<file path="src/rtl/fsap_pkg.sv">
package fsap_pkg;
	// address and status word widths
	localparam int ADDR_W = 24;
	localparam int SR_W   = 24;

	// serial command codes
	localparam logic [7:0] CMD_WRITE_ENABLE  = 8'h06;
	localparam logic [7:0] CMD_WRITE_DISABLE = 8'h04;
	localparam logic [7:0] CMD_READ_SR_LOW   = 8'h05;
	localparam logic [7:0] CMD_READ_SR_MID   = 8'h35;
	localparam logic [7:0] CMD_READ_SR_HIGH  = 8'h15;
	localparam logic [7:0] CMD_WRITE_SR_LOW  = 8'h01;
	localparam logic [7:0] CMD_WRITE_SR_MID  = 8'h31;
	localparam logic [7:0] CMD_WRITE_SR_HIGH = 8'h11;
	localparam logic [7:0] CMD_PAGE_PROGRAM  = 8'h02;
	localparam logic [7:0] CMD_QUAD_PROGRAM  = 8'h32;
	localparam logic [7:0] CMD_FAST_PROGRAM  = 8'hf2;
	localparam logic [7:0] CMD_SECTOR_ERASE  = 8'h20;
	localparam logic [7:0] CMD_BLK_ERASE_32  = 8'h52;
	localparam logic [7:0] CMD_BLK_ERASE_64  = 8'hd8;
	localparam logic [7:0] CMD_CHIP_ERASE    = 8'hc7;
	localparam logic [7:0] CMD_CHIP_ERASE_B  = 8'h60;
	localparam logic [7:0] CMD_SUSPEND       = 8'h75;
	localparam logic [7:0] CMD_RESUME        = 8'h7a;
	localparam logic [7:0] CMD_RESET_ENABLE  = 8'h66;
	localparam logic [7:0] CMD_RESET         = 8'h99;

	// bit positions within the 24-bit status word
	localparam int BUSY_POS    = 0;
	localparam int WEL_POS     = 1;
	localparam int BP_LSB      = 2;
	localparam int SRP_LO_POS  = 7;
	localparam int SRP_HI_POS  = 8;
	localparam int QE_POS      = 9;
	localparam int SUS_PRG_POS = 10;
	localparam int LOCK_LSB    = 11;
	localparam int CMP_POS     = 14;
	localparam int SUS_ERS_POS = 15;
	localparam int HPF_POS     = 20;
	localparam int DRV_LSB     = 21;

	// reset values of the control fields
	localparam logic [4:0] BP_RST   = 5'h00;
	localparam logic [1:0] SRP_RST  = 2'h0;
	localparam logic       QE_RST   = 1'b0;
	localparam logic [2:0] LOCK_RST = 3'h0;
	localparam logic       CMP_RST  = 1'b0;
	localparam logic [1:0] DRV_RST  = 2'h1;

	// status-protect modes as {hi, lo}
	localparam logic [1:0] SRP_SOFT     = 2'b00;
	localparam logic [1:0] SRP_HARDWARE = 2'b01;

	// default status-write busy time in mclk cycles
	localparam int SRW_CYCLES = 16;

	typedef enum logic [2:0] {
		OP_NONE      = 3'h0,
		OP_PROGRAM   = 3'h1,
		OP_SECTOR    = 3'h2,
		OP_BLOCK_32  = 3'h3,
		OP_BLOCK_64  = 3'h4,
		OP_CHIP      = 3'h5,
		OP_SUSPEND   = 3'h6,
		OP_RESUME    = 3'h7
	} fsap_op_e;

	typedef struct packed {
		logic                valid;
		fsap_op_e            kind;
		logic [ADDR_W-1:0]   addr;
	} fsap_op_s;

	typedef enum logic [2:0] {
		ST_IDLE  = 3'b001,
		ST_SHIFT = 3'b010,
		ST_READ  = 3'b100
	} fsap_state_e;
endpackage

</file>
<file path="src/rtl/fsap_top.sv">
`timescale 1ns/100ps
// Functional notes
// - busy flag bit 0 is high during program, erase or status write
// - write-enable latch in bit 1; when low refuse status write, program, erase
// - block-protect bits 6..2 select region refusing program and erases
// - block-protect bits change only when hardware protection not in force
// - chip erase only when low three protect bits match complement bit
// - protect mode 00: status writable whenever write-enable latch set and busy flag clear
// - protect mode 01: pin low locks status, pin high allows writes
// - protect mode 10: status locked until power cycle, which returns 00
// - protect mode 11: status refuses writes until power cycle, which returns 00
// - quad enable bit 9 defaults 0; drives quad_enable only, protect pin still gates writes
// - lock bits 13..11 default 0, set individually, clear only at power cycle
// - complement bit 14 defaults 0 and joins protect bits for region
// - complement set inverts the protection map
// - suspend sets erase flag bit 15 or program flag bit 10
// - resume, software reset pair or power cycle clear suspend flags
// - read-only flag bit 20 shows high-performance mode, default 0
// - drive field bits 22..21: 00 full, 01 default, 10 half, 11 quarter
// - complement clear: fractions or 4KB..32KB top/bottom when bit 6 set
// - write enable sets latch when not busy; disable, status write, program, erase, reset clear
// - hardware protection with pin low guards protect and mode bits
module fsap_top #(
	parameter int SRW_CNT = fsap_pkg::SRW_CYCLES
) (
	// clock and reset
	input  logic              mclk,
	input  logic              rst_n,
	// serial bus pins
	input  logic              spi_sclk,
	input  logic              spi_cs_n,
	input  logic              spi_si,
	input  logic              wp_n,
	output logic              spi_so,
	output logic              spi_so_oe_n,
	// array engine side
	input  logic              array_busy,
	input  logic              array_erasing,
	input  logic              high_perf_mode,
	output fsap_pkg::fsap_op_s op_req,
	// configuration outputs
	output logic              busy_flag,
	output logic              quad_enable,
	output logic [2:0]        security_lock,
	output logic [1:0]        drive_strength
);
	// protected-address decode for one protect setting
	function automatic logic prot_hit(input logic [4:0] bp, input logic cmp,
		input logic [fsap_pkg::ADDR_W-1:0] a);
		logic [2:0]  lo;
		logic [4:0]  e;
		logic [22:0] m;
		logic        hit;
		lo  = bp[2:0];
		hit = 1'b0;
		e   = 5'd0;
		m   = 23'h0;
		if (lo == 3'b111) begin
			hit = 1'b1;
		end else if (lo != 3'b000) begin
			if (!bp[4]) begin
				e = 5'd16 + {2'b00, lo};
			end else if (lo[2]) begin
				e = 5'd15;
			end else begin
				e = 5'd11 + {2'b00, lo};
			end
			m = 23'((24'h1 << e) - 24'h1);
			if (!bp[3]) begin
				hit = ((a[22:0] | m) == 23'h7fffff);
			end else begin
				hit = ((a[22:0] & ~m) == 23'h0);
			end
		end
		return hit ^ cmp;
	endfunction

	// pin synchronisers
	logic sclk_s1, sclk_s2, sclk_d, cs_s1, cs_s2, cs_d, si_s1, si_s2, wp_s1, wp_s2;
	always_ff @(posedge mclk or negedge rst_n) begin
		if (!rst_n) begin
			{sclk_s1, sclk_s2, sclk_d} <= 3'h0;
			{cs_s1, cs_s2, cs_d}       <= 3'h7;
			{si_s1, si_s2, wp_s1, wp_s2} <= 4'h0;
		end else begin
			sclk_s1 <= spi_sclk;
			sclk_s2 <= sclk_s1;
			sclk_d  <= sclk_s2;
			cs_s1   <= spi_cs_n;
			cs_s2   <= cs_s1;
			cs_d    <= cs_s2;
			si_s1   <= spi_si;
			si_s2   <= si_s1;
			wp_s1   <= wp_n;
			wp_s2   <= wp_s1;
		end
	end

	// edge events in the mclk domain
	logic sclk_rise, sclk_fall, cs_fall, cs_rise;
	assign sclk_rise = sclk_s2 & ~sclk_d & ~cs_s2;
	assign sclk_fall = ~sclk_s2 & sclk_d & ~cs_s2;
	assign cs_fall   = ~cs_s2 & cs_d;
	assign cs_rise   = cs_s2 & ~cs_d;

	// frame state
	fsap_pkg::fsap_state_e state_r, state_nxt;
	logic [2:0]  bit_r, bit_nxt, bytes_r, bytes_nxt, rd_bit_r, rd_bit_nxt;
	logic [7:0]  shift_r, shift_nxt, cmd_r, cmd_nxt, data_r, data_nxt;
	logic [23:0] addr_r, addr_nxt;
	logic [1:0]  rd_sel_r, rd_sel_nxt;
	logic        so_r, so_nxt, so_oe_n_r, so_oe_n_nxt;
	logic [23:0] stat;
	logic [7:0]  rd_byte;

	// read byte select
	always_comb begin
		unique case (rd_sel_r)
			2'd1:    rd_byte = stat[15:8];
			2'd2:    rd_byte = stat[23:16];
			default: rd_byte = stat[7:0];
		endcase
	end

	// frame shifter and status read-out
	always_comb begin
		logic [7:0] sh;
		sh          = {shift_r[6:0], si_s2};
		state_nxt   = state_r;
		bit_nxt     = bit_r;
		bytes_nxt   = bytes_r;
		shift_nxt   = shift_r;
		cmd_nxt     = cmd_r;
		data_nxt    = data_r;
		addr_nxt    = addr_r;
		rd_sel_nxt  = rd_sel_r;
		rd_bit_nxt  = rd_bit_r;
		so_nxt      = so_r;
		so_oe_n_nxt = so_oe_n_r;
		if (cs_rise) begin
			state_nxt   = fsap_pkg::ST_IDLE;
			so_oe_n_nxt = 1'b1;
		end else if (cs_fall) begin
			state_nxt = fsap_pkg::ST_SHIFT;
			bit_nxt   = 3'd0;
			bytes_nxt = 3'd0;
		end else if (sclk_rise && state_r == fsap_pkg::ST_SHIFT) begin
			shift_nxt = sh;
			bit_nxt   = bit_r + 3'd1;
			if (bit_r == 3'd7) begin
				if (bytes_r != 3'd7) begin
					bytes_nxt = bytes_r + 3'd1;
				end
				if (bytes_r == 3'd0) begin
					cmd_nxt = sh;
					rd_bit_nxt = 3'd0;
					if (sh == fsap_pkg::CMD_READ_SR_LOW || sh == fsap_pkg::CMD_READ_SR_MID ||
						sh == fsap_pkg::CMD_READ_SR_HIGH) begin
						state_nxt  = fsap_pkg::ST_READ;
						rd_sel_nxt = (sh == fsap_pkg::CMD_READ_SR_MID) ? 2'd1 :
							(sh == fsap_pkg::CMD_READ_SR_HIGH) ? 2'd2 : 2'd0;
					end
				end else if (bytes_r <= 3'd3) begin
					addr_nxt = {addr_r[15:0], sh};
				end
				if (bytes_r == 3'd1) begin
					data_nxt = sh;
				end
			end
		end else if (sclk_fall && state_r == fsap_pkg::ST_READ) begin
			// continuous read of a live status byte, msb first
			so_nxt      = rd_byte[3'd7 - rd_bit_r];
			so_oe_n_nxt = 1'b0;
			rd_bit_nxt  = rd_bit_r + 3'd1;
		end
	end

	always_ff @(posedge mclk or negedge rst_n) begin
		if (!rst_n) begin
			state_r   <= fsap_pkg::ST_IDLE;
			bit_r     <= 3'd0;
			bytes_r   <= 3'd0;
			shift_r   <= 8'h00;
			cmd_r     <= 8'h00;
			data_r    <= 8'h00;
			addr_r    <= 24'h000000;
			rd_sel_r  <= 2'd0;
			rd_bit_r  <= 3'd0;
			so_r      <= 1'b0;
			so_oe_n_r <= 1'b1;
		end else begin
			state_r   <= state_nxt;
			bit_r     <= bit_nxt;
			bytes_r   <= bytes_nxt;
			shift_r   <= shift_nxt;
			cmd_r     <= cmd_nxt;
			data_r    <= data_nxt;
			addr_r    <= addr_nxt;
			rd_sel_r  <= rd_sel_nxt;
			rd_bit_r  <= rd_bit_nxt;
			so_r      <= so_nxt;
			so_oe_n_r <= so_oe_n_nxt;
		end
	end

	// status and control state
	logic [4:0]  bp_r, bp_nxt;
	logic [1:0]  srp_r, srp_nxt, drv_r, drv_nxt;
	logic [2:0]  lock_r, lock_nxt;
	logic        wel_r, wel_nxt, qe_r, qe_nxt, cmp_r, cmp_nxt;
	logic        sus_e_r, sus_e_nxt, sus_p_r, sus_p_nxt, hpf_r, hpf_nxt;
	logic        busy_r, busy_nxt, armed_r, armed_nxt;
	logic [15:0] srw_r, srw_nxt;
	fsap_pkg::fsap_op_s op_r, op_nxt;
	logic        exec, sr_cmd, sr_ok, sr_wr, pe_cmd, chip_ok, addr_prot, pe_go;

	// live status word, reserved bits zero
	always_comb begin
		stat = 24'h000000;
		stat[fsap_pkg::BUSY_POS]                = busy_r;
		stat[fsap_pkg::WEL_POS]                 = wel_r;
		stat[fsap_pkg::BP_LSB +: 5]             = bp_r;
		stat[fsap_pkg::SRP_LO_POS]              = srp_r[0];
		stat[fsap_pkg::SRP_HI_POS]              = srp_r[1];
		stat[fsap_pkg::QE_POS]                  = qe_r;
		stat[fsap_pkg::SUS_PRG_POS]             = sus_p_r;
		stat[fsap_pkg::LOCK_LSB +: 3]           = lock_r;
		stat[fsap_pkg::CMP_POS]                 = cmp_r;
		stat[fsap_pkg::SUS_ERS_POS]             = sus_e_r;
		stat[fsap_pkg::HPF_POS]                 = hpf_r;
		stat[fsap_pkg::DRV_LSB +: 2]            = drv_r;
	end

	// command gating at deselect on a byte boundary
	assign exec   = cs_rise & (state_r == fsap_pkg::ST_SHIFT) & (bit_r == 3'd0) &
		(bytes_r != 3'd0);
	assign sr_cmd = (cmd_r == fsap_pkg::CMD_WRITE_SR_LOW) | (cmd_r == fsap_pkg::CMD_WRITE_SR_MID) |
		(cmd_r == fsap_pkg::CMD_WRITE_SR_HIGH);
	// status write permission by protect mode
	assign sr_ok  = wel_r & ~busy_r & ((srp_r == fsap_pkg::SRP_SOFT) |
		((srp_r == fsap_pkg::SRP_HARDWARE) & wp_s2));
	assign sr_wr  = exec & sr_cmd & (bytes_r >= 3'd2) & sr_ok;
	assign chip_ok   = ((bp_r[2:0] == 3'b000) & ~cmp_r) | ((bp_r[2:0] == 3'b111) & cmp_r);
	assign addr_prot = prot_hit(bp_r, cmp_r, addr_r);

	always_comb begin
		logic [2:0] kind;
		logic       ce;
		kind = 3'd0;
		ce   = (cmd_r == fsap_pkg::CMD_CHIP_ERASE) | (cmd_r == fsap_pkg::CMD_CHIP_ERASE_B);
		unique case (cmd_r)
			fsap_pkg::CMD_PAGE_PROGRAM, fsap_pkg::CMD_QUAD_PROGRAM,
			fsap_pkg::CMD_FAST_PROGRAM: kind = (bytes_r >= 3'd5) ? 3'd1 : 3'd0;
			fsap_pkg::CMD_SECTOR_ERASE: kind = (bytes_r >= 3'd4) ? 3'd2 : 3'd0;
			fsap_pkg::CMD_BLK_ERASE_32: kind = (bytes_r >= 3'd4) ? 3'd3 : 3'd0;
			fsap_pkg::CMD_BLK_ERASE_64: kind = (bytes_r >= 3'd4) ? 3'd4 : 3'd0;
			fsap_pkg::CMD_CHIP_ERASE, fsap_pkg::CMD_CHIP_ERASE_B: kind = 3'd5;
			default: kind = 3'd0;
		endcase
		pe_cmd = exec & (kind != 3'd0);
		pe_go  = pe_cmd & wel_r & ~busy_r & (ce ? chip_ok : ~addr_prot);
		bp_nxt    = bp_r;
		srp_nxt   = srp_r;
		drv_nxt   = drv_r;
		lock_nxt  = lock_r;
		qe_nxt    = qe_r;
		cmp_nxt   = cmp_r;
		wel_nxt   = wel_r;
		sus_e_nxt = sus_e_r;
		sus_p_nxt = sus_p_r;
		armed_nxt = armed_r;
		op_nxt    = '0;
		srw_nxt   = (srw_r != 16'h0) ? srw_r - 16'h1 : 16'h0;
		hpf_nxt   = high_perf_mode;
		if (exec) begin
			armed_nxt = (cmd_r == fsap_pkg::CMD_RESET_ENABLE);
		end
		// write enable latch set and clear
		if (exec && cmd_r == fsap_pkg::CMD_WRITE_ENABLE && !busy_r) begin
			wel_nxt = 1'b1;
		end
		if (exec && cmd_r == fsap_pkg::CMD_WRITE_DISABLE) begin
			wel_nxt = 1'b0;
		end
		if (pe_cmd || (exec && sr_cmd && sr_ok)) begin
			wel_nxt = 1'b0;
		end
		if (sr_wr) begin
			srw_nxt = 16'(SRW_CNT);
			if (cmd_r == fsap_pkg::CMD_WRITE_SR_LOW) begin
				bp_nxt     = data_r[fsap_pkg::BP_LSB +: 5];
				srp_nxt[0] = data_r[fsap_pkg::SRP_LO_POS];
			end else if (cmd_r == fsap_pkg::CMD_WRITE_SR_MID) begin
				srp_nxt[1] = data_r[fsap_pkg::SRP_HI_POS - 8];
				qe_nxt     = data_r[fsap_pkg::QE_POS - 8];
				cmp_nxt    = data_r[fsap_pkg::CMP_POS - 8];
				lock_nxt   = lock_r | data_r[fsap_pkg::LOCK_LSB - 8 +: 3];
			end else begin
				drv_nxt    = data_r[fsap_pkg::DRV_LSB - 16 +: 2];
			end
		end
		if (pe_go) begin
			op_nxt.valid = 1'b1;
			op_nxt.kind  = fsap_pkg::fsap_op_e'(kind);
			op_nxt.addr  = addr_r;
		end
		if (exec && cmd_r == fsap_pkg::CMD_SUSPEND && array_busy) begin
			sus_e_nxt    = sus_e_r | array_erasing;
			sus_p_nxt    = sus_p_r | ~array_erasing;
			op_nxt.valid = 1'b1;
			op_nxt.kind  = fsap_pkg::OP_SUSPEND;
		end
		// resume or reset pair clears suspend
		if (exec && cmd_r == fsap_pkg::CMD_RESUME) begin
			sus_e_nxt    = 1'b0;
			sus_p_nxt    = 1'b0;
			op_nxt.valid = 1'b1;
			op_nxt.kind  = fsap_pkg::OP_RESUME;
		end
		if (exec && cmd_r == fsap_pkg::CMD_RESET && armed_r) begin
			sus_e_nxt = 1'b0;
			sus_p_nxt = 1'b0;
			wel_nxt   = 1'b0;
		end
		// busy from engine, status write timer or new launch
		busy_nxt = array_busy | (srw_nxt != 16'h0) | pe_go;
	end

	// reset plays the power cycle, mode bits back to 00
	always_ff @(posedge mclk or negedge rst_n) begin
		if (!rst_n) begin
			bp_r    <= fsap_pkg::BP_RST;
			srp_r   <= fsap_pkg::SRP_RST;
			drv_r   <= fsap_pkg::DRV_RST;
			lock_r  <= fsap_pkg::LOCK_RST;
			qe_r    <= fsap_pkg::QE_RST;
			cmp_r   <= fsap_pkg::CMP_RST;
			wel_r   <= 1'b0;
			sus_e_r <= 1'b0;
			sus_p_r <= 1'b0;
			hpf_r   <= 1'b0;
			busy_r  <= 1'b0;
			armed_r <= 1'b0;
			srw_r   <= 16'h0;
			op_r    <= '0;
		end else begin
			bp_r    <= bp_nxt;
			srp_r   <= srp_nxt;
			drv_r   <= drv_nxt;
			lock_r  <= lock_nxt;
			qe_r    <= qe_nxt;
			cmp_r   <= cmp_nxt;
			wel_r   <= wel_nxt;
			sus_e_r <= sus_e_nxt;
			sus_p_r <= sus_p_nxt;
			hpf_r   <= hpf_nxt;
			busy_r  <= busy_nxt;
			armed_r <= armed_nxt;
			srw_r   <= srw_nxt;
			op_r    <= op_nxt;
		end
	end

	// outputs straight from flops
	assign spi_so         = so_r;
	assign spi_so_oe_n    = so_oe_n_r;
	assign op_req         = op_r;
	assign busy_flag      = busy_r;
	assign quad_enable    = qe_r;
	assign security_lock  = lock_r;
	assign drive_strength = drv_r;
endmodule

</file>
<file path="config.mk">
export PLATFORM = sky130hd
export DESIGN_NAME = fsap_top
export DESIGN_NICKNAME = d
export VERILOG_FILES = /design/src/rtl/fsap_pkg.sv /design/src/rtl/fsap_top.sv
export SDC_FILE = /design/constraint.sdc
export NUM_CORES = 1
export LEC_CHECK = 0
export BUFFER_PORTS_ARGS = -buffer_cell sky130_fd_sc_hd__buf_2
export CAP_MARGIN = 10
export CORE_ASPECT_RATIO = 1.75
export CORE_MARGIN = 3
export CORE_UTILIZATION = 45
export DETAILED_ROUTE_END_ITERATION = 8
export GPL_TIMING_DRIVEN = 0
export PLACE_DENSITY = 0.61
export SLEW_MARGIN = 20
export SYNTH_ARGS = -nofsm -noshare
export SYNTH_HDL_FRONTEND = slang
export SYNTH_SLANG_ARGS = --single-unit
</file>
<file path="constraint.sdc">
create_clock -name mclk -period 5.95 [get_ports mclk]
set_input_delay 1.19 -clock mclk [delete_from_list [all_inputs] [get_ports mclk]]
set_output_delay 1.19 -clock mclk [all_outputs]
set_load 0.1 [all_outputs]
</file>
### Word-level counts from Yosys, hierarchy flattened

Index checks and enable logic that the tools add are counted.

| word-level totals | value |
|---|---|
| input bits | 9 |
| word-level logic and storage cells | 241 |
| bits in registers | 137 |
| output and inout bits | 37 |

| cells by class | value |
|---|---|
| bitwise logic cells | 49 |
| $lt $le $gt $ge | 5 |
| shift operators | 1 |
| reduce and logical (&&, ||, !) cells | 53 |
| $add $sub $neg | 8 |
| multiplexer cells | 53 |
| equal/unequal tests | 34 |

Operators with widths:

| kind | number |
|---|---|
| $mux W3 | 17 |
| $eq A8 B7 Y1 const B | 5 |
| $eq A8 B6 Y1 const B | 4 |
| $eq A8 B8 Y1 const B | 4 |
| $mux W16 | 2 |
| $reduce_bool A16 Y1 | 2 |
| $mux W28 | 1 |
| $eq A8 B3 Y1 const B | 3 |
| $reduce_bool A3 Y1 | 8 |
| $and A23 B23 Y23 | 1 |
| $eq A23 B23 Y1 const B | 1 |
| $logic_not A23 Y1 | 1 |
| $not A23 Y23 | 1 |
| $or A23 B23 Y23 | 1 |
| $shl A1 B5 Y23 const A | 1 |
| $sub A23 B1 Y23 const B | 1 |
| $and A1 B1 Y1 | 21 |
| $mux W1 | 20 |
| $mux W5 | 4 |
| $eq A8 B5 Y1 const B | 2 |
| $pmux W8 S2 | 1 |
| $sub A16 B1 Y16 const B | 1 |
| $pmux W3 S5 | 1 |
| $reduce_and A5 Y1 | 3 |
| other kinds (38) | 97 |

### Logic depth before layout (Yosys ltp)

Gate-level depths: netlist of run 1.

| depth | value |
|---|---|
| depth after elaboration | 20 |
| mapped depth | 15 |
| mapped depth without buffers | 12 |

### Least setup slack after synthesis of run 1

OpenSTA, ideal clock, no wires.

| timing path | value |
|---|---|
| path kind | flip-flop to flip-flop |
| start point | register bp_r[0] |
| end point | register busy_r, in the netlist busy_flag |
| clock period less this slack | 3,249 ps |
| arrival time | 3,110 ps |
| library setup time | 139 ps |
| path buffers | 1 |
| setup slack | 2,701 ps |
| data required time | 5,811 ps |
| cell stages (with the launch flop) | 14 |
| path through | dfrtp_1 -> buf_2 -> inv_1 -> ha_1 -> inv_1 -> o22ai_4 -> a2111oi_4 -> o2111ai_1 -> or4_1 -> o22ai_1 -> a32oi_1 -> xor2_1 -> o21ba_4 -> or4_1 |

| between the ends | value |
|---|---|
| cells in the longest elaborated chain, start to end | 18 |
| elaborated cells on any way between the ends | 27 |
| those cells by class | add/sub (3); eq/ne (2); shift (1); mux (8); bitwise (10); reduce/logical (3) |

RTL lines:

| element | line | text |
|---|---|---|
| from (decl) | fsap_top.sv:207 | `logic [4:0] bp_r, bp_nxt;` |
| from (signal assigned) | fsap_top.sv:332 | `bp_r <= fsap_pkg::BP_RST;` |
| from (signal assigned) | fsap_top.sv:347 | `bp_r <= bp_nxt;` |
| $add A4 B3 Y5 | fsap_top.sv:66 | `e = 5'd11 + {2'b00, lo};` |
| $mux W5 | fsap_top.sv:63 | `end else if (lo[2]) begin` |
| $mux W5 | fsap_top.sv:61 | `if (!bp[4]) begin` |
| $mux W5 | fsap_top.sv:60 | `end else if (lo != 3'b000) begin` |
| $mux W5 | fsap_top.sv:58 | `if (lo == 3'b111) begin` |
| $shl A1 B5 Y23 | fsap_top.sv:68 | `m = 23'((24'h1 << e) - 24'h1);` |
| $sub A23 B1 Y23 | fsap_top.sv:68 |  |
| $not A23 Y23 | fsap_top.sv:72 | `hit = ((a[22:0] & ~m) == 23'h0);` |
| (+3 left out) | - |  |
| $mux W1 | fsap_top.sv:60 |  |
| $mux W1 | fsap_top.sv:58 |  |
| $xor A1 B1 Y1 | fsap_top.sv:75 | `return hit ^ cmp;` |
| $not A1 Y1 | fsap_top.sv:261 | `pe_go = pe_cmd & wel_r & ~busy_r & (ce ? chip_ok : ~addr_prot);` |
| $mux W1 (*) | fsap_top.sv:261 |  |
| $and A1 B1 Y1 (*) | fsap_top.sv:261 |  |
| $or A1 B1 Y1 (*) | fsap_top.sv:326 | `busy_nxt = array_busy \| (srw_nxt != 16'h0) \| pe_go;` |
| net busy_nxt | fsap_top.sv:212 | `logic busy_r, busy_nxt, armed_r, armed_nxt;` |
| to (signal assigned) | fsap_top.sv:357 | `busy_r <= busy_nxt;` |
| to (decl) | fsap_top.sv:212 |  |

Mark *: on every way through the listed nets, which the timed path passes. The rest lies on a longest branch. The select of a mux whose other input is x is not followed.
A chain may end at the register's enable or synchronous reset.

==> impl_results.md, run 1 <==
* Top_reg_cell synth: dfrtp_1
* Vias in the first global route at 4,903
* Nets@finish at 701
* Fill count at 1,303
* Unrepaired setup endpoints after global routing: false
* Yosys cell types at 71
* Share of cells above drive strength 1 at 0.239
* Top cell type's share of synthesized area at 0.495
* Die ar. at 0.0163 mm²
* Crit. End Element: register
* Layout Utilization at 0.538
* Die width at 97.7 µm
* DR vias/cell at 5.51
* Final setup viols at 0
* Final HPWL from detailed placement at 12.2 mm
* Worst hold start: si_s1
* CTS sink count at 137
* Total iterations of the first detailed-routing run at 4
* Max Slew Vio Count at 0
* Initial antenna violation count at 0
* Area delta synth->final at 16.8%
* Max_cap viols at 0
* CTS tree: yes
* DRC Markers at 0
* R2R depth at 14
* FF+latch area at 0.00344 mm²
* Fin worst setup slack at 2.06 ns
* Setup bufs post-CTS at 0
* Hold/Removal Path Class: register to register
* H-tree depth at 4
* Post-synthesis register bit count at 137
* Worst r2r dst: op_req[17]
* Iter 0 DRT Violations at 201
* Leak pwr at 3.81 nW
* Initial Utilization at 0.461
* Cells after synthesis at 608
* Routed Antenna Nets at 0
* GPL Wtd Cong at 0.877
* Sequential area share after synthesis at 0.519
* # IOs at 46
* Slew @ Worst Pin at 0.965 ns
* CTS Buf Count at 17
* CTS max path bufs at 2
* Final min period at 3.89 ns
* Dpl ws at 2.02 ns
* Post-Syn Area at 0.00662 mm²
* Core footprint at 0.0144 mm²
* Post-CTS Resized at 0
* FF-to-FF Start: bp_r[0]
* Max VDD drop at 0.184 mV
* Antenna cell count at 0
* Root buf cell: clkbuf_16
* CP Class: register to register
* PwrDens at 278 mW/mm²
* Final std cells w/o fill at 867
* Worst EP required at 6.30 ns
* Synth area leader: dfrtp_1
* Final Hold Viols at 0
* CP max FO at 10
* Routed WL per cell at 18.4 µm
* Clk Latency, worst-skew pair at 0.42 ns
* Setup TNS at 0 ns
* Synth top area cells: dfrtp_1 (50%), mux2_2 (9.7%), ha_1 (3.4%)
* Gr ovfl total at 0
* Reg-to-reg setup timing slack at 2.06 ns
* Async S/R FF share, synth at 1.00
* Placed Cells at 835
* First-pass GRT wire length at 25.9 mm
* Final Cycle Share at 0.654
* WHS at 0.348 ns
* Tot GR Track Use at 0.205
* Largest net degree at the start of global routing at 102
* Worst Hold Endpoint: si_s2
* Total number of vias at 4,778
* Ys Warns at 0
* Worst Hold Depth at 0
* CP arrival at 4.24 ns
* Clk pin slew, worst setup/hold paths at 0.06 ns
* Max frequency at 257 MHz
* Final WL at 15.9 mm
* Hold Buf Count CTS at 0
* Startpoint class of the critical path: register
* Die height at 166 µm
* EDFF count, synth at 0
* Status: finished clean
* Syn_area_per_cell at 10.9 µm²
* Port bufs at 45
* Multi-input logic area at 0.00297 mm²
* Clk_skew at 0.0136 ns
* Row Count at 58
* Max_slew headroom at 0.351
## registers in the layout (all words and copies together), names as in the netlist, 5 cells and up
register	flops
shift_r	7
op_req	28
srw_r	16
addr_r	24
cmd_r	8
data_r	8
bp_r	5
## placed cells by master, fill, tap and decap left out, drive strengths merged, types with 19 or more instances in the layout
cell type  synthesis  routed
and2              25      25
dfrtp            131     131
nor2              55      55
mux2              57      57
inv               28      31
clkbuf            15      33
nand2             46      46
buf                9      55
nor3              19      19
a21oi             20      20
o21ai             27      27
## area by class of cell
type                            count  share of cell area
Multi-Input combinational cell    420               0.384
Clock buffer                       18              0.0555
Buffer                             24              0.0141
Timing Repair Buffer               46              0.0340
Clock inverter                     14              0.0251
Tap cell                          180              0.0291
Sequential cell                   137               0.444
Inverter                           28              0.0142
## cell families (layout without fill, tap and decap cells)
kind of cell / Yosys count / count (layout) / share of synthesized area
AO/OA/AOI/OAI: 103 / 103 / 0.110
XOR/XNOR: 17 / 17 / 0.0225
adder cells (fa/ha/maj): 18 / 18 / 0.0340
buffers and inverters: 52 / 130 / 0.0331
flip-flops: 137 / 137 / 0.519
multiplexers: 62 / 62 / 0.110
other: 1 / 2 / 0.000566
AND/OR/NAND/NOR: 218 / 218 / 0.171
## cells in the mapped netlist, drive strengths merged (9+ instances only)
| master | n |
|---|---|
| inv | 28 |
| nor4 | 9 |
| nand2 | 46 |
| buf | 9 |
| nor2b | 9 |
| mux2 | 57 |
| nand2b | 13 |
| a21oi | 20 |
| xnor2 | 12 |
| nor2 | 55 |
| dfrtp | 131 |
| clkbuf | 15 |
| and2 | 25 |
| nor3 | 19 |
| ha | 18 |
| o21ai | 27 |
## layer usage
metal,GRT usage,part of all wire
met1,0.202,0.35
met5,0,0
met4,0.0886,0.028
met2,0.402,0.59
met3,0.0411,0.026
## how the worst max path moves through the flow
stage	start	to	slack (ns)	depth (start not counted)
floorplan	bp_r[0]	busy_flag	2.70	13
global placement	rst_n	state_r[1]	1.89	1
detailed placement	bp_r[0]	op_req[18]	2.02	14
CTS	bp_r[0]	op_req[18]	2.00	14
global route	bp_r[0]	op_req[18]	1.78	14
finish	bp_r[0]	op_req[17]	2.06	14
## metrics by stage
stage / area [µm²] / power, W
after floorplan: 6620 / 0.00101
after global routing: 7730 / 0.00222
after global placement: 7070 / 0.00105
after detailed placement: 7110 / 0.00105
after CTS: 7730 / 0.00217
final: 7730 / 0.00215
## power breakdown
| part | total (W) | leakage [nW] | internal [W] | switching, W |
|---|---|---|---|---|
| clock | 0.00111 | 0.301 | 0.000703 | 0.000407 |
| combinational | 0.0000743 | 1.65 | 0.0000255 | 0.0000488 |
| sequential | 0.000962 | 1.87 | 0.000947 | 0.0000148 |
## worst max-delay path, cell delays in order, from the launching register on
cell	delay (ns)
dfrtp_1	0.37
buf_2	0.24
inv_1	0.11
ha_1	0.30
inv_1	0.17
o22ai_4	0.10
a2111oi_4	0.33
o2111ai_1	0.16
or4_1	0.59
o22ai_1	0.18
a32oi_1	0.14
xor2_1	0.36
o21ba_4	0.26
clkbuf_1	0.30
and2_1	0.19
Power figures use the tool's default switching activity.
==> run 2, diff against run 1 <==
==> constraint.sdc (replaced) <==
create_clock -name mclk -period 3.9 [get_ports mclk]
set_input_delay 0.78 -clock mclk [delete_from_list [all_inputs] [get_ports mclk]]
set_output_delay 0.78 -clock mclk [all_outputs]
set_load 0.1 [all_outputs]
==> impl_results.md, run 2 (same netlist as run 1, synthesis figures left out) <==
* Gr ovfl total at 0 (unchanged)
* Routed Antenna Nets at 0 (unchanged)
* Fill count at 1,302 (-0.077%)
* Hold Buf Count CTS at 0 (unchanged)
* Max frequency at 273 MHz (+6.1%)
* Crit. End Element: register
* Initial Utilization at 0.461 (unchanged)
* Nets@finish at 699 (-0.29%)
* Core footprint at 0.0144 mm² (unchanged)
* DRC Markers at 0 (unchanged)
* Clk_skew at 0.00696 ns (-0.00662 ns)
* Startpoint class of the critical path: register
* Max_slew headroom at 0.345 (-0.00618)
* Die width at 97.7 µm (unchanged)
* Clk pin slew, worst setup/hold paths at 0.06 ns (about the same)
* Area delta synth->final at 17.1%
* Pint at 0.00256 W (+53%)
* Worst EP required at 4.19 ns (-2.11 ns)
* Final HPWL from detailed placement at 12.2 mm (unchanged)
* Dpl ws at -0.0256 ns (-2.05 ns)
* Root buf cell: clkbuf_16
* CTS Buf Count at 17 (unchanged)
* Max VDD drop at 0.287 mV (+56%)
* Max_cap viols at 0 (unchanged)
* Routed WL per cell at 18.5 µm (+0.85%)
* Clk Latency, worst-skew pair at 0.43 ns (about the same)
* Vias in the first global route at 4,899 (-0.082%)
* Combinational share of power at 0.035 (about the same)
* Final Hold Viols at 0 (unchanged)
* Setup TNS at 0 ns (unchanged)
* Iter 0 DRT Violations at 207 (+3.0%)
* Antenna cell count at 0 (unchanged)
* Switching Fraction at 0.221 (+0.00144)
* FF+latch area at 0.00344 mm² (unchanged)
* Final setup viols at 0 (unchanged)
* Row Count at 58 (unchanged)
* CP max FO at 10 (unchanged)
* Initial antenna violation count at 0 (unchanged)
* Most common cell after layout, fill and taps aside: dfrtp_1
* Die ar. at 0.0163 mm² (unchanged)
* Die height at 166 µm (unchanged)
* Max Slew Vio Count at 0 (unchanged)
* Final Cycle Share at 0.940 (+0.286)
* Final WL at 16.0 mm (+0.62%)
* H-tree depth at 4 (unchanged)
* DR vias/cell at 5.55 (+0.65%)
* Largest net degree at the start of global routing at 102 (unchanged)
* Total iterations of the first detailed-routing run at 4 (unchanged)
* Max reg flops at 28 (unchanged)
* CTS tree: yes
* CTS sink count at 137 (unchanged)
* # IOs at 46 (unchanged)
* Overall power at 0.00328 W (+53%)
* GPL Wtd Cong at 0.877 (unchanged)
* Share of cells above drive strength 1 at 0.248 (+0.00946)
* Fin worst setup slack at 0.235 ns (-1.83 ns)
* Unrepaired setup endpoints after global routing: false
* Clk network pwr share at 0.518 (about the same)
* Final min period at 3.66 ns (-0.224 ns)
* Leak pwr at 3.81 nW (about the same)
* Status: finished clean
* Reg-to-reg setup timing slack at 0.24 ns (-1.83 ns)
* P_sw at 0.000724 W (+54%)
* Hold/Removal Path Class: input port to asynchronous set/reset pin
* Sequential share of power at 0.447 (about the same)
* Multi-input logic area at 0.00299 mm² (+0.55%)
* PwrDens at 423 mW/mm² (+53%)
* Commonest cells after routing, fill and taps aside: dfrtp_1 (131), mux2_2 (57), nor2_1 (55), buf_2 (48), nand2_1 (46)
* Port bufs at 45 (unchanged)
* CTS max path bufs at 2 (unchanged)
* First-pass GRT wire length at 25.9 mm (about the same)
* Tot GR Track Use at 0.205 (about the same)
* WHS at 0.218 ns (-0.130 ns)
* Total number of vias at 4,798 (+0.42%)
* CP Class: register to register
* CP arrival at 3.95 ns (-0.29 ns)
* Slew @ Worst Pin at 0.974 ns (+0.00919 ns)
## run 2: worst max-delay path: stages (launching register included)
cell       delay, ns
dfrtp_1         0.37
clkbuf_4        0.23
inv_1           0.10
ha_2            0.24
inv_2           0.10
o22ai_4         0.09
a2111oi_4       0.34
o2111ai_1       0.17
or4_1           0.59
o22ai_1         0.18
a32oi_1         0.16
xor2_2          0.21
o21ba_4         0.27
or4_1           0.48
## run 2: per-layer routing
layer | routed length, µm | global-route usage | part of all wire | vias to the layer above
li1 | - | - | - | 2273
met2 | 9390 | 0.401 | 0.59 | 116
met4 | 489 | 0.0916 | 0.031 | 0
met1 | 5640 | 0.203 | 0.35 | 2383
met5 | 0 | 0 | 0 | -
met3 | 519 | 0.0407 | 0.032 | 26
## run 2: metrics by stage
stage          std cells  cell area, µm²  utilization
5_1_grt              865            7750        0.539
4_1_cts              867            7740        0.539
6_report             865            7750        0.539
3_5_place_dp         835            7110        0.495
2_1_floorplan        609            6620            -
3_3_place_gp         834            7070        0.492
## run 2: area by class of cell
type                       count  share of cell area
tap                          180              0.0291
inverter                      28              0.0142
clock buffer                  18              0.0554
multi-input combinational    420               0.385
timing repair buffer          46              0.0339
clock inverter                14              0.0250
buffer                        22              0.0140
sequential                   137               0.443
## run 2: worst paths after layout
path                            startpoint  cells past startpoint        end
worst min register to register       si_s1                      0      si_s2
worst max-delay path               bp_r[0]                     13  busy_flag
min in group mclk                    si_s1                      0      si_s2
worst max register to register     bp_r[0]                     13  busy_flag
worst min-delay path                 rst_n                      1  op_req[8]
max in group asynchronous            rst_n                      2       cs_d
## run 2: timing repair
action | CTS | global route
resized for setup | 1 | 9
setup buffers | 0 | 0
endpoints found under the setup margin | 18 | 32
## run 2: power groups by stage
stage	combinational, W	clock [W]	sequential, W
5_1_grt	0.000129	0.00180	0.00147
4_1_cts	0.000116	0.00173	0.00147
3_5_place_dp	0.000115	0	0.00149
2_1_floorplan	0.0000570	0	0.00149
6_report	0.000113	0.00170	0.00147
3_3_place_gp	0.000105	0	0.00149
==> run 3, diff against run 2 <==
--- a/config.mk
+++ b/config.mk
@@ -6,13 +6,12 @@
 export NUM_CORES = 1
 export LEC_CHECK = 0
 export BUFFER_PORTS_ARGS = -buffer_cell sky130_fd_sc_hd__buf_2
-export CAP_MARGIN = 10
 export CORE_ASPECT_RATIO = 1.75
 export CORE_MARGIN = 3
-export CORE_UTILIZATION = 45
+export CORE_UTILIZATION = 50
 export DETAILED_ROUTE_END_ITERATION = 8
 export GPL_TIMING_DRIVEN = 0
-export PLACE_DENSITY = 0.61
+export PLACE_DENSITY = 0.67
 export SLEW_MARGIN = 20
 export SYNTH_ARGS = -nofsm -noshare
 export SYNTH_HDL_FRONTEND = slang
==> constraint.sdc (replaced) <==
create_clock -name mclk -period 3.9 [get_ports mclk]
set_input_delay 0.78 -clock mclk [delete_from_list [all_inputs] [get_ports mclk]]
set_output_delay 0.78 -clock mclk [all_outputs]
set_load 0.05 [all_outputs]
==> impl_results.md, run 3 (same netlist as run 1, synthesis figures left out) <==
* Status: finished clean
* DRC Markers at 0 (unchanged)
* Final min period at 3.72 ns (+0.0545 ns)
* Largest net degree at the start of global routing at 103 (+0.98%)
* Final Hold Viols at 0 (unchanged)
* Final WL at 15.6 mm (-2.8%)
* Final setup viols at 0 (unchanged)
* Share of cells above drive strength 1 at 0.254 (+0.00547)
* Worst r2r dst: busy_flag
* # IOs at 46 (unchanged)
* Routed WL per cell at 18.2 µm (-1.9%)
* First-pass GRT wire length at 25.8 mm (-0.42%)
* Max frequency at 269 MHz (-1.5%)
* CTS Buf Count at 17 (unchanged)
* Max_cap viols at 0 (unchanged)
* Routed Antenna Nets at 0 (unchanged)
* Clk Latency, worst-skew pair at 0.43 ns (about the same)
* H-tree depth at 4 (unchanged)
* R2R depth at 13 (unchanged)
* Vias in the first global route at 5,063 (+3.3%)
* Reg-to-reg setup timing slack at 0.18 ns (-0.05 ns)
* CTS max path bufs at 2 (unchanged)
* Nets@finish at 700 (+0.14%)
* Root buf cell: clkbuf_16
* CP Class: register to register
* Dpl ws at -0.152 ns (-0.126 ns)
* Initial Utilization at 0.512 (+0.0510)
* Total iterations of the first detailed-routing run at 4 (unchanged)
* Max VDD drop at 0.387 mV (+35%)
* CP max FO at 10 (unchanged)
* Post-place instance area at 0.00710 mm² (-0.16%)
* Design Area, Final at 0.00772 mm² (-0.40%)
* Hold Buf Count CTS at 0 (unchanged)
* Initial antenna violation count at 0 (unchanged)
* Die height at 158 µm (-4.9%)
* Antenna cell count at 0 (unchanged)
* Gr ovfl total at 0 (unchanged)
* Total number of vias at 4,777 (-0.44%)
* FF-to-FF Start: bp_r[0]
* Final Cycle Share at 0.954 (+0.0140)
* CP arrival at 4.02 ns (+0.07 ns)
* GPL Wtd Cong at 0.907 (+3.5%)
* PwrDens at 413 mW/mm² (-2.5%)
* Crit. End Element: register
* Clk pin slew, worst setup/hold paths at 0.07 ns (about the same)
* DR vias/cell at 5.57 (+0.49%)
* Worst EP required at 4.20 ns (about the same)
* Core footprint at 0.0129 mm² (-10%)
* Max_slew headroom at 0.357 (+0.0120)
* Final HPWL from detailed placement at 11.7 mm (-3.6%)
* Most common cell after layout, fill and taps aside: dfrtp_1
* Port bufs at 45 (unchanged)
* Tot GR Track Use at 0.231 (+0.0258)
* Iter 0 DRT Violations at 180 (-13%)
* Setup TNS at 0 ns (unchanged)
* Hold/Removal Path Class: input port to asynchronous set/reset pin
* Max Slew Vio Count at 0 (unchanged)
* CTS sink count at 137 (unchanged)
* Slew @ Worst Pin at 0.956 ns (-0.0178 ns)
* Die width at 93.0 µm (-4.8%)
* Max reg flops at 28 (unchanged)
* Commonest cells after routing, fill and taps aside: dfrtp_1 (131), mux2_2 (57), nor2_1 (54), buf_2 (49), nand2_1 (46)
* Row Count at 55 (-5.2%)
* Unrepaired setup endpoints after global routing: false
* Fin worst setup slack at 0.180 ns (-0.0545 ns)
* Startpoint class of the critical path: register
* Die ar. at 0.0147 mm² (-9.5%)
* Clk_skew at 0.00777 ns (+0.000811 ns)
* Area delta synth->final at 16.6%
* CTS tree: yes
* Leak pwr at 3.81 nW (-0.15%)
[run 3: how the worst max path moves through the flow]
| stage | start | to | slack [ns] | depth (start not counted) |
|---|---|---|---|---|
| 6_report | bp_r[0] | busy_flag | 0.18 | 13 |
| 5_1_grt | bp_r[0] | busy_flag | 0.005 | 13 |
| 4_1_cts | bp_r[0] | busy_flag | 0.05 | 13 |
| 3_5_place_dp | bp_r[0] | op_req[19] | -0.15 | 14 |
| 3_3_place_gp | bp_r[0] | op_req[17] | -0.11 | 14 |
| 2_1_floorplan | bp_r[0] | busy_flag | 0.65 | 13 |
[run 3: repair_timing]
| action | CTS | global route |
|---|---|---|
| buffers inserted | 1 | 0 |
| pin swaps | 1 | 0 |
| setup endpoints to repair | 21 | 34 |
| resized for setup | 4 | 6 |
[run 3: power by group]
group | switching (W) | total [W] | internal, W
combinational | 0.0000718 | 0.000111 | 0.0000391
sequential | 0.0000229 | 0.00147 | 0.00144
clock | 0.000684 | 0.00161 | 0.000923
[run 3: final cells by class]
cell class                 instances  area [µm²]
timing repair buffer              47         270
inverter                          28         110
clock buffer                      18         439
buffer                            22         108
clock inverter                    14         155
tap                              171         214
multi-input combinational        420        2990
sequential                       137        3440
fill                            1144        5220
[run 3: critical path, cell delays in order, from the launching register on]
cell       delay [ns]
dfrtp_1          0.40
buf_4            0.20
inv_1            0.09
ha_2             0.25
inv_2            0.12
o22ai_4          0.10
a2111oi_4        0.35
o2111ai_1        0.16
or4_1            0.58
o22ai_1          0.19
a32oi_1          0.17
xor2_2           0.25
o21ba_4          0.27
or4_1            0.46
[run 3: layer usage]
layer | share of wire | routed length (µm) | up-vias | track usage
met4 | 0.055 | 854 | 0 | 0.143
met5 | 0 | 0 | - | 0
met3 | 0.027 | 414 | 42 | 0.0399
li1 | - | - | 2276 | -
met2 | 0.56 | 8760 | 108 | 0.432
met1 | 0.36 | 5550 | 2351 | 0.234
[run 3: per-stage QoR]
stage	util	instances	hold slack, ns	power [W]
2_1_floorplan	-	609	0.331	0.00154
3_3_place_gp	0.546	825	0.332	0.00159
3_5_place_dp	0.549	826	0.340	0.00160
4_1_cts	0.596	859	0.213	0.00321
5_1_grt	0.597	857	0.224	0.00329
6_report	0.597	857	0.216	0.00319
